## config.mk

```make
export PLATFORM = sky130hd
export DESIGN_NAME = sth_host
export DESIGN_NICKNAME = d
export VERILOG_FILES = /design/src/rtl/sth_pkg.sv /design/src/rtl/sth_link_if.sv /design/src/rtl/sth_host.sv /design/src/rtl/sth_shifter.sv
export SDC_FILE = /design/constraint.sdc
export NUM_CORES = 1
export LEC_CHECK = 0
export BUFFER_PORTS_ARGS = -buffer_cell sky130_fd_sc_hd__buf_2
export CORE_MARGIN = 2
export CORE_UTILIZATION = 45
export DETAILED_ROUTE_END_ITERATION = 8
export PLACE_DENSITY = 0.71
export SLEW_MARGIN = 20
export SYNTH_ARGS = -nofsm -noshare
export SYNTH_HDL_FRONTEND = slang
export SYNTH_SLANG_ARGS = --single-unit
```

## constraint.sdc

```tcl
create_clock -name I_CLK_SYS -period 5.6 [get_ports I_CLK_SYS]
set_input_delay 0.56 -clock I_CLK_SYS [delete_from_list [all_inputs] [get_ports I_CLK_SYS]]
set_output_delay 0.56 -clock I_CLK_SYS [all_outputs]
set_load 0.02 [all_outputs]
```

## src/rtl/sth_pkg.sv

```systemverilog
// package of constants and types for the serial target host controller
package sth_pkg;

	// ************************************************************
	// command codes
	// ************************************************************
	localparam logic [7:0] CMD_OPEN_WORD_WR   = 8'h01;
	localparam logic [7:0] CMD_OPEN_BYTE_WR   = 8'h02;
	localparam logic [7:0] CMD_OPEN_WORD_RD   = 8'h05;
	localparam logic [7:0] CMD_OPEN_BYTE_RD   = 8'h06;
	localparam logic [7:0] CMD_CLEAR_RX       = 8'h12;
	localparam logic [7:0] CMD_CLEAR_TX       = 8'h14;
	localparam logic [7:0] CMD_CLEAR_BOTH     = 8'h16;
	localparam logic [7:0] CMD_LREG_WR_BYTE   = 8'h09;
	localparam logic [7:0] CMD_LREG_WR_HALF   = 8'h0A;
	localparam logic [7:0] CMD_LREG_WR_WORD   = 8'h0B;
	localparam logic [7:0] CMD_LREG_RD_BYTE   = 8'h0D;
	localparam logic [7:0] CMD_LREG_RD_HALF   = 8'h0E;
	localparam logic [7:0] CMD_LREG_RD_WORD   = 8'h0F;
	localparam logic [7:0] CMD_MEM_WR_BYTE    = 8'h21;
	localparam logic [7:0] CMD_MEM_WR_HALF    = 8'h22;
	localparam logic [7:0] CMD_MEM_WR_WORD    = 8'h23;
	localparam logic [7:0] CMD_MEM_RD_BYTE    = 8'h25;
	localparam logic [7:0] CMD_MEM_RD_HALF    = 8'h26;
	localparam logic [7:0] CMD_MEM_RD_WORD    = 8'h27;
	localparam logic [7:0] CMD_Q_RD_BYTE      = 8'h28;
	localparam logic [7:0] CMD_Q_RD_HALF      = 8'h29;
	localparam logic [7:0] CMD_Q_RD_WORD      = 8'h2B;
	localparam logic [7:0] CMD_Q_RD_BYTE_STAT = 8'h68;
	localparam logic [7:0] CMD_Q_RD_HALF_STAT = 8'h69;
	localparam logic [7:0] CMD_Q_RD_WORD_STAT = 8'h6B;
	localparam logic [7:0] CMD_POLL_LO        = 8'h2C;
	localparam logic [7:0] CMD_POLL_HI        = 8'h2D;
	localparam logic [7:0] CMD_POLL_FULL      = 8'h2F;
	localparam logic [7:0] CMD_EXTEND_CODE    = 8'h6C;
	localparam logic [7:0] CMD_MEM_BLK_WR     = 8'h80;
	localparam logic [7:0] CMD_MEM_BLK_RD     = 8'hA0;
	localparam logic [7:0] CMD_Q_BLK_RD       = 8'hC0;
	localparam logic [7:0] CMD_Q_BLK_RD_STAT  = 8'hE0;

	// ************************************************************
	// device map and start-up values
	// ************************************************************
	localparam logic [7:0]  ADDR_EMB_STATUS   = 8'h04;
	localparam logic [7:0]  FLAG_CLEAR_VALUE  = 8'h06;
	localparam int          STARTUP_WAITS     = 4;
	localparam int          ADDR_REGION_BIT   = 15;
	localparam logic [31:0] CFG_ACTIVATE      = 32'h0001_0000;
	localparam logic [31:0] CFG_LOCK_ALL      = 32'h0001_04CE;
	localparam logic [31:0] CFG_LOCK_MEM      = 32'h0001_00C0;
	localparam logic [31:0] CFG_HIDE_LOCAL    = 32'h0003_0000;

	// ************************************************************
	// own register offsets (byte addresses)
	// ************************************************************
	localparam logic [5:0] REG_CTRL    = 6'h00;
	localparam logic [5:0] REG_ADDR    = 6'h04;
	localparam logic [5:0] REG_WDATA   = 6'h08;
	localparam logic [5:0] REG_STATUS  = 6'h0C;
	localparam logic [5:0] REG_TSTAT   = 6'h10;
	localparam logic [5:0] REG_RDATA   = 6'h14;
	localparam logic [5:0] REG_DIV     = 6'h18;

	// ctrl fields
	localparam int CTRL_GO      = 31;
	localparam int CTRL_EXT     = 30;
	localparam int CTRL_POSTED  = 29;
	localparam int CTRL_STAT    = 28;
	localparam int CTRL_HASADR  = 27;
	localparam int CTRL_ADRB_LO = 24;
	localparam int CTRL_DATB_LO = 16;
	localparam int CTRL_RDB_LO  = 12;
	localparam int CTRL_WAIT_LO = 8;

	localparam logic [7:0]  DIV_RESET    = 8'h04;
	localparam logic [31:0] SLAVE_ERR    = 32'hDEAD_0000;
	localparam logic [1:0]  RESP_OKAY    = 2'b00;
	localparam logic [1:0]  RESP_SLVERR  = 2'b10;

	typedef enum logic [2:0] {
		PH_IDLE,
		PH_SEND,
		PH_RECV,
		PH_END
	} sth_phase_t;

	// block commands carry length in the low three bits
	function automatic logic [3:0] sth_block_words(input logic [7:0] cmd);
		sth_block_words = {1'b0, cmd[2:0]} + 4'h1;
	endfunction : sth_block_words

endpackage : sth_pkg

```

## src/rtl/sth_link_if.sv

```systemverilog
// interface between frame sequencer and serial shifter
`timescale 1ns/100ps
interface sth_link_if;
	logic       start;
	logic [7:0] tx_byte;
	logic       busy;
	logic       done;
	logic [7:0] rx_byte;

	modport seq (output start, output tx_byte, input busy, input done, input rx_byte);
	modport shf (input start, input tx_byte, output busy, output done, output rx_byte);
endinterface : sth_link_if

```

## src/rtl/sth_host.sv

```systemverilog
// host controller driving the serial target through its select, clock and data pins
`timescale 1ns/100ps
module sth_host
	import sth_pkg::*;
(
	input  wire logic        I_CLK_SYS,
	input  wire logic        I_ARST_N,
	input  wire logic [5:0]  I_AWADDR,
	input  wire logic        I_AWVALID,
	output logic             O_AWREADY,
	input  wire logic [31:0] I_WDATA,
	input  wire logic [3:0]  I_WSTRB,
	input  wire logic        I_WVALID,
	output logic             O_WREADY,
	output logic [1:0]       O_BRESP,
	output logic             O_BVALID,
	input  wire logic        I_BREADY,
	input  wire logic [5:0]  I_ARADDR,
	input  wire logic        I_ARVALID,
	output logic             O_ARREADY,
	output logic [31:0]      O_RDATA,
	output logic [1:0]       O_RRESP,
	output logic             O_RVALID,
	input  wire logic        I_RREADY,
	input  wire logic        I_TARGET_MISO,
	output logic             O_TARGET_SELECT_N,
	output logic             O_TARGET_SERIAL_CLOCK,
	output logic             O_TARGET_MOSI,
	output logic             O_BUSY
);

	typedef struct packed {
		sth_phase_t  ph;
		logic [31:0] ctrl;
		logic [31:0] addr;
		logic [31:0] wdata;
		logic [31:0] tstat;
		logic [31:0] rdata;
		logic [7:0]  div;
		logic        done;
		logic        sel_n;
		logic        start;
		logic [7:0]  txb;
		logic [3:0]  idx;
		logic [5:0]  rcnt;
		logic        aw_ok;
		logic        w_ok;
		logic [5:0]  awa;
		logic [31:0] wd;
		logic [3:0]  ws;
		logic        bvalid;
		logic [1:0]  bresp;
		logic        rvalid;
		logic [1:0]  rresp;
		logic [31:0] rd;
		logic        init;
	} sth_host_t;

	sth_host_t st, next_st;
	sth_link_if lnk ();
	logic       miso_m, miso_s;
	logic       sclk, mosi;

	// two flip-flops on the data pin
	always_ff @(posedge I_CLK_SYS or negedge I_ARST_N) begin
		if (!I_ARST_N) begin
			miso_m <= 1'b0;
			miso_s <= 1'b0;
		end else begin
			miso_m <= I_TARGET_MISO;
			miso_s <= miso_m;
		end
	end

	sth_shifter u_shf (
		.i_clk       (I_CLK_SYS),
		.i_arst_n    (I_ARST_N),
		.i_half_div  (st.div),
		.i_miso_sync (miso_s),
		.o_sclk      (sclk),
		.o_mosi      (mosi),
		.lnk         (lnk)
	);

	assign lnk.start   = st.start;
	assign lnk.tx_byte = st.txb;

	function automatic logic [31:0] merge(input logic [31:0] old, input logic [31:0] d,
		input logic [3:0] s);
		for (int b = 0; b < 4; b++) begin
			if (s[b]) begin
				old[8*b +: 8] = d[8*b +: 8];
			end
		end
		return old;
	endfunction : merge

	// counts of bytes on the frame
	logic [2:0] n_adr;
	logic [3:0] n_dat;
	logic [3:0] n_stat;
	logic [5:0] n_rd;
	logic [3:0] n_wait;
	logic [3:0] n_send;
	logic [7:0] cmd;

	always_comb begin
		cmd    = st.ctrl[7:0];
		n_adr  = st.ctrl[CTRL_HASADR] ? {1'b0, st.ctrl[CTRL_ADRB_LO +: 2]} + 3'h1 : 3'h0;
		n_dat  = {1'b0, st.ctrl[CTRL_DATB_LO +: 3]};
		n_wait = st.ctrl[CTRL_WAIT_LO +: 4];
		if (cmd[7:4] == 4'h1 && n_wait == 4'h0) begin
			n_wait = 4'h1;
		end
		n_rd   = {2'b00, st.ctrl[CTRL_RDB_LO +: 4]};
		if (cmd[7] && !st.ctrl[CTRL_EXT]) begin
			n_rd = (cmd[5] || cmd[6]) ? {sth_block_words(cmd), 2'b00} : 6'h00;
		end
		n_stat = st.ctrl[CTRL_STAT] && !st.ctrl[CTRL_POSTED] ? 4'h2 : 4'h0;
		if (cmd == CMD_POLL_FULL) begin
			n_stat = 4'h4;
		end
		n_send = (st.ctrl[CTRL_EXT] ? 4'h2 : 4'h1) + {1'b0, n_adr} + n_dat;
	end

	always_comb begin
		next_st = st;
		next_st.start = 1'b0;
		// ****************************************************
		// register slave
		// ****************************************************
		if (I_AWVALID && !st.aw_ok) begin
			next_st.aw_ok = 1'b1;
			next_st.awa   = I_AWADDR;
		end
		if (I_WVALID && !st.w_ok) begin
			next_st.w_ok = 1'b1;
			next_st.wd   = I_WDATA;
			next_st.ws   = I_WSTRB;
		end
		if (st.aw_ok && st.w_ok && !st.bvalid) begin
			next_st.aw_ok  = 1'b0;
			next_st.w_ok   = 1'b0;
			next_st.bvalid = 1'b1;
			next_st.bresp  = RESP_OKAY;
			unique case (st.awa)
				REG_CTRL: begin
					if (st.ph == PH_IDLE && st.init) begin
						next_st.ctrl = merge(st.ctrl, st.wd, st.ws);
					end else begin
						next_st.bresp = RESP_SLVERR;
					end
				end
				REG_ADDR:  next_st.addr  = merge(st.addr, st.wd, st.ws);
				REG_WDATA: next_st.wdata = merge(st.wdata, st.wd, st.ws);
				REG_DIV: begin
					next_st.div = merge({24'h0, st.div}, st.wd, st.ws) == 32'h0 ?
						8'h01 : st.wd[7:0];
				end
				default: next_st.bresp = RESP_SLVERR;
			endcase
		end
		if (st.bvalid && I_BREADY) begin
			next_st.bvalid = 1'b0;
		end
		if (I_ARVALID && !st.rvalid) begin
			next_st.rvalid = 1'b1;
			next_st.rresp  = RESP_OKAY;
			unique case (I_ARADDR)
				REG_CTRL:   next_st.rd = st.ctrl;
				REG_ADDR:   next_st.rd = st.addr;
				REG_WDATA:  next_st.rd = st.wdata;
				REG_STATUS: next_st.rd = {28'h0, st.init, st.done, st.ph != PH_IDLE, 1'b0};
				REG_TSTAT:  next_st.rd = st.tstat;
				REG_RDATA:  next_st.rd = st.rdata;
				REG_DIV:    next_st.rd = {24'h0, st.div};
				default: begin
					next_st.rd    = SLAVE_ERR;
					next_st.rresp = RESP_SLVERR;
				end
			endcase
		end
		if (st.rvalid && I_RREADY) begin
			next_st.rvalid = 1'b0;
		end
		// ****************************************************
		// frame sequencer
		// ****************************************************
		unique case (st.ph)
			PH_IDLE: begin
				if (!st.init) begin
					next_st.ctrl  = {1'b1, 2'b00, 1'b1, 1'b1, 3'h0, 8'h01,
						4'h0, 4'(STARTUP_WAITS), CMD_LREG_WR_BYTE};
					next_st.addr  = {24'h0, ADDR_EMB_STATUS};
					next_st.wdata = {24'h0, FLAG_CLEAR_VALUE};
					next_st.init  = 1'b1;
				end else if (st.ctrl[CTRL_GO]) begin
					next_st.ph    = PH_SEND;
					next_st.sel_n = 1'b0;
					next_st.idx   = 4'h0;
					next_st.done  = 1'b0;
					next_st.tstat = 32'h0;
					next_st.rdata = 32'h0;
					next_st.start = 1'b1;
					next_st.txb   = st.ctrl[CTRL_EXT] ? CMD_EXTEND_CODE : cmd;
				end
			end
			PH_SEND: begin
				if (lnk.done) begin
					next_st.idx = st.idx + 4'h1;
					if (st.idx + 4'h1 < n_send) begin
						next_st.start = 1'b1;
						if (st.ctrl[CTRL_EXT] && st.idx == 4'h0) begin
							next_st.txb = cmd;
						end else if (st.idx + 4'h1 < n_send - n_dat) begin
							next_st.txb = st.addr[8*(n_send - st.idx - 4'h2 - n_dat) +: 8];
						end else begin
							next_st.txb = st.wdata[8*(n_send - st.idx - 4'h2) +: 8];
						end
					end else if (st.ctrl[CTRL_POSTED] ||
						(n_wait == 4'h0 && n_stat == 4'h0 && n_rd == 6'h00)) begin
						next_st.ph = PH_END;
					end else begin
						next_st.ph    = PH_RECV;
						next_st.rcnt  = 6'h0;
						next_st.start = 1'b1;
						next_st.txb   = 8'h00;
					end
				end
			end
			PH_RECV: begin
				if (lnk.done) begin
					next_st.rcnt = st.rcnt + 6'h1;
					if (st.rcnt < {2'b00, n_wait}) begin
						next_st.tstat[7:0] = lnk.rx_byte;
					end else if (st.rcnt < {2'b00, n_wait} + {2'b00, n_stat}) begin
						next_st.tstat = {lnk.rx_byte, st.tstat[31:8]};
					end else begin
						next_st.rdata = {lnk.rx_byte, st.rdata[31:8]};
					end
					if (st.rcnt + 6'h1 < {2'b00, n_wait} + {2'b00, n_stat} + n_rd) begin
						next_st.start = 1'b1;
					end else begin
						next_st.ph = PH_END;
					end
				end
			end
			PH_END: begin
				if (!lnk.busy && !st.start) begin
					next_st.sel_n = 1'b1;
					next_st.ph    = PH_IDLE;
					next_st.done  = 1'b1;
					next_st.ctrl[CTRL_GO] = 1'b0;
				end
			end
			default: next_st.ph = PH_IDLE;
		endcase
	end

	always_ff @(posedge I_CLK_SYS or negedge I_ARST_N) begin
		if (!I_ARST_N) begin
			st       <= '0;
			st.sel_n <= 1'b1;
			st.div   <= DIV_RESET;
			st.ph    <= PH_IDLE;
		end else begin
			st <= next_st;
		end
	end

	logic sclk_q, mosi_q;
	always_ff @(posedge I_CLK_SYS or negedge I_ARST_N) begin
		if (!I_ARST_N) begin
			sclk_q <= 1'b0;
			mosi_q <= 1'b0;
		end else begin
			sclk_q <= sclk;
			mosi_q <= mosi;
		end
	end

	assign O_AWREADY             = !st.aw_ok;
	assign O_WREADY              = !st.w_ok;
	assign O_BVALID              = st.bvalid;
	assign O_BRESP               = st.bresp;
	assign O_ARREADY             = !st.rvalid;
	assign O_RVALID              = st.rvalid;
	assign O_RRESP               = st.rresp;
	assign O_RDATA               = st.rd;
	assign O_TARGET_SELECT_N     = st.sel_n;
	assign O_TARGET_SERIAL_CLOCK = sclk_q;
	assign O_TARGET_MOSI         = mosi_q;
	assign O_BUSY                = st.ph != PH_IDLE;

endmodule : sth_host

```

## src/rtl/sth_shifter.sv

```systemverilog
// byte shifter that makes the serial clock by division, mode 0
`timescale 1ns/100ps
module sth_shifter
	import sth_pkg::*;
(
	input  wire logic  i_clk,
	input  wire logic  i_arst_n,
	input  wire logic [7:0] i_half_div,
	input  wire logic  i_miso_sync,
	output logic       o_sclk,
	output logic       o_mosi,
	sth_link_if.shf    lnk
);

	typedef struct packed {
		logic       busy;
		logic       done;
		logic [7:0] cnt;
		logic [3:0] bits;
		logic       sclk;
		logic [7:0] sh;
		logic [7:0] rx;
	} sth_shf_t;

	sth_shf_t st, next_st;

	always_comb begin
		next_st = st;
		next_st.done = 1'b0;
		if (!st.busy) begin
			if (lnk.start) begin
				next_st.busy = 1'b1;
				next_st.sh   = lnk.tx_byte;
				next_st.cnt  = 8'h00;
				next_st.bits = 4'h0;
			end
		end else if (st.cnt + 8'h01 >= i_half_div) begin
			next_st.cnt  = 8'h00;
			next_st.sclk = ~st.sclk;
			if (!st.sclk) begin
				next_st.rx = {st.rx[6:0], i_miso_sync};
			end else begin
				next_st.sh   = {st.sh[6:0], 1'b0};
				next_st.bits = st.bits + 4'h1;
				if (st.bits == 4'h7) begin
					next_st.busy = 1'b0;
					next_st.done = 1'b1;
				end
			end
		end else begin
			next_st.cnt = st.cnt + 8'h01;
		end
	end

	always_ff @(posedge i_clk or negedge i_arst_n) begin
		if (!i_arst_n) begin
			st <= '0;
		end else begin
			st <= next_st;
		end
	end

	assign o_sclk      = st.sclk;
	assign o_mosi      = st.sh[7];
	assign lnk.busy    = st.busy;
	assign lnk.done    = st.done;
	assign lnk.rx_byte = st.rx;

endmodule : sth_shifter

```

# Word level (Yosys, flattened, before mapping)
# Index checks and enable logic that the tools add are counted.
# totals
ff_bits,310
inputBits,56
output_inout_bits,45
word_cells,249
# op_classes
add_sub_neg,14
n_lt_le_gt_ge,6
eq_ne,30
shift,2
muxes,102
bitwise_logic,1
reduce_logical,58
# op_table
op,n
2-to-1 mux 8 bit,34
2-to-1 mux 32 bit,7
case mux 32 bit (7 select lines),1
2-to-1 mux 64 bit,3
2-to-1 mux 96 bit,2
case mux 64 bit (2 select lines),1
2-to-1 mux 95 bit,1
variable part select 32 x 33 -> 8 bit,2
2-to-1 mux 35 bit,1
logical NOT 32 bit,1
2-to-1 mux 15 bit,2
2-to-1 mux 6 bit,5
subtractor 29 x 3 -> 29 bit,1
2-to-1 mux 3 bit,9
== test 6 x 5 -> 1 bit (second input constant),4
2-to-1 mux 12 bit,2
2-to-1 mux 24 bit,1
case mux 12 bit (2 select lines),1
!= test 2 bit (second input constant),11
2-to-1 mux 21 bit,1
2-to-1 mux 19 bit,1
== test 6 x 4 -> 1 bit (second input constant),3
logical NOT 6 bit,3
2-to-1 mux 2 bit,9
48 further kinds,107

# Depth between registers and ports, before layout
# depth
ltp_word,13
mapped_depth,18

# Cells and area by module
# Synthesis repeated with hierarchy kept, for this count alone.
# hier_totals
cells_unflattened,1498
hier_area_um2,16110.5
# modules_own_cells
module,n_inst,cells_each,area_each_um2,seq_area_each_um2
sth_host,1,1306,14207.4,6909.1
sth_shifter,1,192,1903.1,775.7

# Least setup slack after synthesis
# No wires, ideal clock.
# synth_path
path_kind,reg-to-reg
startpoint,register st[270] (netlist bit)
endpoint,register st (netlist bit lnk.tx_byte[1])
setup_ns,0.126
arrival_time_ns,4.511
path_slack_ns,0.963
stages_incl_launch_ff,16
n_path_buf,3
synth_period_minus_slack_ns,4.637
path_cell_list,dfrtp_1 > clkbuf_1 > inv_1 > fa_1 > inv_1 > ha_1 > inv_1 > fa_1 > clkbuf_1 > inv_1 > fa_1 > buf_1 > mux4_2 > nand3_1 > a311oi_1 > a221o_1
# synth_between
elab_chain_cells,12
# synth_lines
item,line_no,text
from (decl),sth_host.sv:59,"sth_host_t st, next_st;"
from (signal assigned),sth_host.sv:267,st <= next_st;
2-to-1 mux 2 bit,sth_host.sv:123,"n_send = (st.ctrl[CTRL_EXT] ? 4'h2 : 4'h1) + {1'b0, n_adr} + n_dat;"
adder 2 x 3 -> 4 bit,sth_host.sv:123,
adder 4 x 3 -> 4 bit,sth_host.sv:123,
subtractor 4 x 4 -> 5 bit,"sth_host.sv:216, sth_host.sv:218",
subtractor 5 x 3 -> 6 bit,"sth_host.sv:216, sth_host.sv:218",
subtractor 29 x 3 -> 29 bit,sth_host.sv:216,next_st.txb = st.addr[8*(n_send - st.idx - 4'h2 - n_dat) +: 8];
variable part select 32 x 33 -> 8 bit,sth_host.sv:216,
2-to-1 mux 8 bit,sth_host.sv:215,end else if (st.idx + 4'h1 < n_send - n_dat) begin
2-to-1 mux 8 bit,sth_host.sv:213,if (st.ctrl[CTRL_EXT] && st.idx == 4'h0) begin
2-to-1 mux 9 bit,sth_host.sv:211,if (st.idx + 4'h1 < n_send) begin
2-to-1 mux 19 bit,sth_host.sv:209,if (lnk.done) begin
case mux 12 bit (2 select lines),sth_host.sv:189,unique case (st.ph)
# Several ways; a longest one is shown, not always the timed one. The select of a mux whose other input is x is not followed.
# A chain may end at the register's enable or synchronous reset.

# Worst setup path after layout
# layout_path
startpoint,register st (netlist bit cmd[0])
endpoint,register st[119] (netlist bit)
# layout_between
elab_chain_cells,6
# layout_lines
item,line_no,text
== test 8 x 6 -> 1 bit,sth_host.sv:120,if (cmd == CMD_POLL_FULL) begin
2-to-1 mux 3 bit,sth_host.sv:120,
adder 4 x 4 -> 5 bit,sth_host.sv:236,"end else if (st.rcnt < {2'b00, n_wait} + {2'b00, n_stat}) begin"
< comparator 6 bit,sth_host.sv:236,
!= test 2 bit (no line),--,
AND reduction 6 bit (no line),--,
# Every way passes these cells.

==> impl_metrics.yaml <==
route:
  drc: 0
  vias: 11999
  routedWlPerCell_um: 23.9
  viasPerCell: 6.13
  wl_mm: 46.8
  ant_nets: 0
  firstDrtPassIters: 7
  drtIter0Drc: 1324
finish:
  layout_common_cells: "305 x dfrtp_1, 134 x nor2_1, 108 x mux2i_1, 97 x buf_2, 77 x nand2_1"
  fillCellCount: 3091
  fin_util: 0.510
  nets: 1602
  drive_above_1_share: 0.176
  fin_area_um2: 17700
  final_common_cell: "dfrtp_1"
  area_growth_pct: 11.1
  num_antenna_cells: 0
  fin_cells: 1959
cts:
  cts_max_level: 2
  cts_tree: "done"
  cts-buffers-inserted: 35
  cts_sinks: 307
  holdBufCountCts: 0
  clock_path_buffers: 3
  path_clk_slew_ps: 60
  cts_resized: 0
  clk_latency_ps: 540
  postCtsSetupBuffers: 0
  root_buffer: "clkbuf_16"
critical_path:
  crit_required_ps: 6050
  crit_top_cell: "ha_1"
  path_cells: "ha_1 > nand2_1 > nor4_1 > buf_4 > nor3b_1 > ha_1 > fa_1 > xor2_1 > inv_1 > ha_1 > o21ai_0 > a32oi_1 > and3_1 > nor2b_4 > a22o_1"
  end_kind: "register"
  cp.buffers_inverters: 2
  worstSetupPathDepth: 15
  cp.arrival_ps: 5120
  cpPeakStageDelay_ps: 740
  worst_r2r_path_depth: 15
  critPathTopFamily: "simple AND/OR/NAND/NOR gates"
  critPathSlowestCell: "nor2b_4"
  crit_fanout: 32
  criticalPathCategory: "register to register"
  cp-start-kind: "register"
logic_synthesis:
  async_flop_share: 1.00
  synthFlopType: "dfrtp_1"
  avgSynthCellArea_um2: 11.0
  synth_cells: 1448
  synth_edf_count: 0
  ys_types: 71
  yosysWarnings: 0
  synth_area_um2: 15900
  synth_seq_cells: 307
  seq_area_frac_synth: 0.483
grt:
  grt_pass1_vias: 12020
  grt_max_degree: 139
  antenna_found_initial: 1
  grt_pass1_wl_mm: 73.3
  track_usage: 0.263
  gr-total-overflow: 0
timing:
  relSlewSlack: 0.288
  finalSetupViolations: 0
  rsz0062_at_grt: "false"
  period_needed_ps: 4670
  tns_ps: 0
  fin_crit_sh: 0.834
  hold_violations: 0
  skew_ps: 31.2
  max_slew.worst_pin.slew_ps: 1070
  fmax_mhz: 214
  maxSlewViolCount: 0
floorplanning:
  dieHeight_um: 192
  coreArea_um2: 34700
  num_io_pins: 101
  initial_utilization: 0.459
  fp.dieW_um: 192
  rows: 68
  dieArea_um2: 36900
power:
  vdd.ir_drop.worst_v: 0.000302
  p_per_area_nw_per_um2: 508
  p_leak_nw: 8.58
place:
  dp_cells: 1897
  place_congestion: 0.976
  dp_hpwl_mm: 33.7
  port_buffers: 98
  postPlaceCellArea_um2: 16500
status:
  status: "complete, no violations"
worst_hold_path:
  hp-class: "primary input to async pin"
job:
  cap_violations: 0
-- worst reg2reg max path: cells and delay by family (launching register included) --
family          cells  cell delay (ps)
compound gates      3              950
xor+xnor            1              220
fa+ha+maj           4             1090
buf+inv             2              280
flops               1              480
simple gates        5             1580
-- cells in the mapped netlist, types with 12 or more instances --
master / count / area (um2)
dfrtp_1: 305 / 7630
nor2_1: 138 / 518
mux2i_1: 108 / 1080
nand2_1: 78 / 293
a22o_1: 70 / 613
clkbuf_1: 59 / 221
ha_1: 58 / 726
inv_1: 57 / 214
mux2_2: 51 / 574
a21oi_1: 49 / 245
a22oi_1: 40 / 300
nand3_1: 40 / 200
o21ai_0: 39 / 195
buf_4: 37 / 278
a21o_1: 34 / 255
a221oi_1: 16 / 140
mux4_2: 16 / 360
nor2b_1: 15 / 93.8
xnor2_1: 15 / 131
xor2_1: 15 / 131
a222oi_1: 14 / 140
a31oi_1: 14 / 87.6
nor3_1: 12 / 60.1
-- power breakdown --
group / switching (mW) / total (mW) / internal, mW
registers: 0.837 / 3.61 / 2.77
clock network: 0.952 / 2.26 / 1.31
logic: 1.76 / 3.11 / 1.35
-- through the flow --
| step | power, mW | setup WS [ps] | hold WS (ps) |
|---|---|---|---|
| floorplan | 5.67 | 963 | 264 |
| global placement | 6.62 | 1150 | 339 |
| detailed placement | 6.68 | 1030 | 340 |
| CTS | 8.96 | 988 | 124 |
| global route | 9.49 | 673 | 129 |
| finish | 8.99 | 927 | 112 |
-- logic make-up after synthesis --
group	share of synthesized area
xor+xnor	0.0180
flops	0.483
simple gates	0.104
fa+ha+maj	0.0556
buf+inv	0.0542
mux	0.127
compound gates	0.159
other cells	0.000236
-- final cells by class --
class                      instances  area [um2]  share of cell area
clock buffer                      46         957              0.0541
clock inverter                    15         178              0.0100
inverter                          58         218              0.0123
multi-input combinational        964        7440               0.420
sequential                       307        7680               0.434
tap                              455         569              0.0322
timing repair buffer             114         653              0.0369
-- registers in the layout, summed over array words and instances, names as in the netlist, 3 cells and up --
register,count
st,215
O_RDATA,32
u_shf.st,19
cmd,8
lnk.tx_byte,8
u_shf.lnk.rx_byte,8
n_dat,3
-- per-layer routing --
| metal | track usage | vias to the layer above | part of all wire |
|---|---|---|---|
| met5 | 0 | - | 0 |
| met4 | 0.129 | 0 | 0.053 |
| met3 | 0.0396 | 110 | 0.065 |
| met2 | 0.402 | 517 | 0.46 |
| met1 | 0.366 | 6049 | 0.43 |
| li1 | - | 5323 | - |
-- worst paths after layout --
check	to	slack (ps)	startpoint
setup / recovery	st[119]	930	cmd[0]
hold reg to reg	miso_s	350	miso_m
hold / removal	n_dat[0]	110	I_ARST_N
max in group asynchronous	u_shf.st[20]	4260	I_ARST_N
min in group I_CLK_SYS	miso_m	130	I_TARGET_MISO
setup reg to reg	st[119]	930	cmd[0]
(Power assumes the default switching activity.)
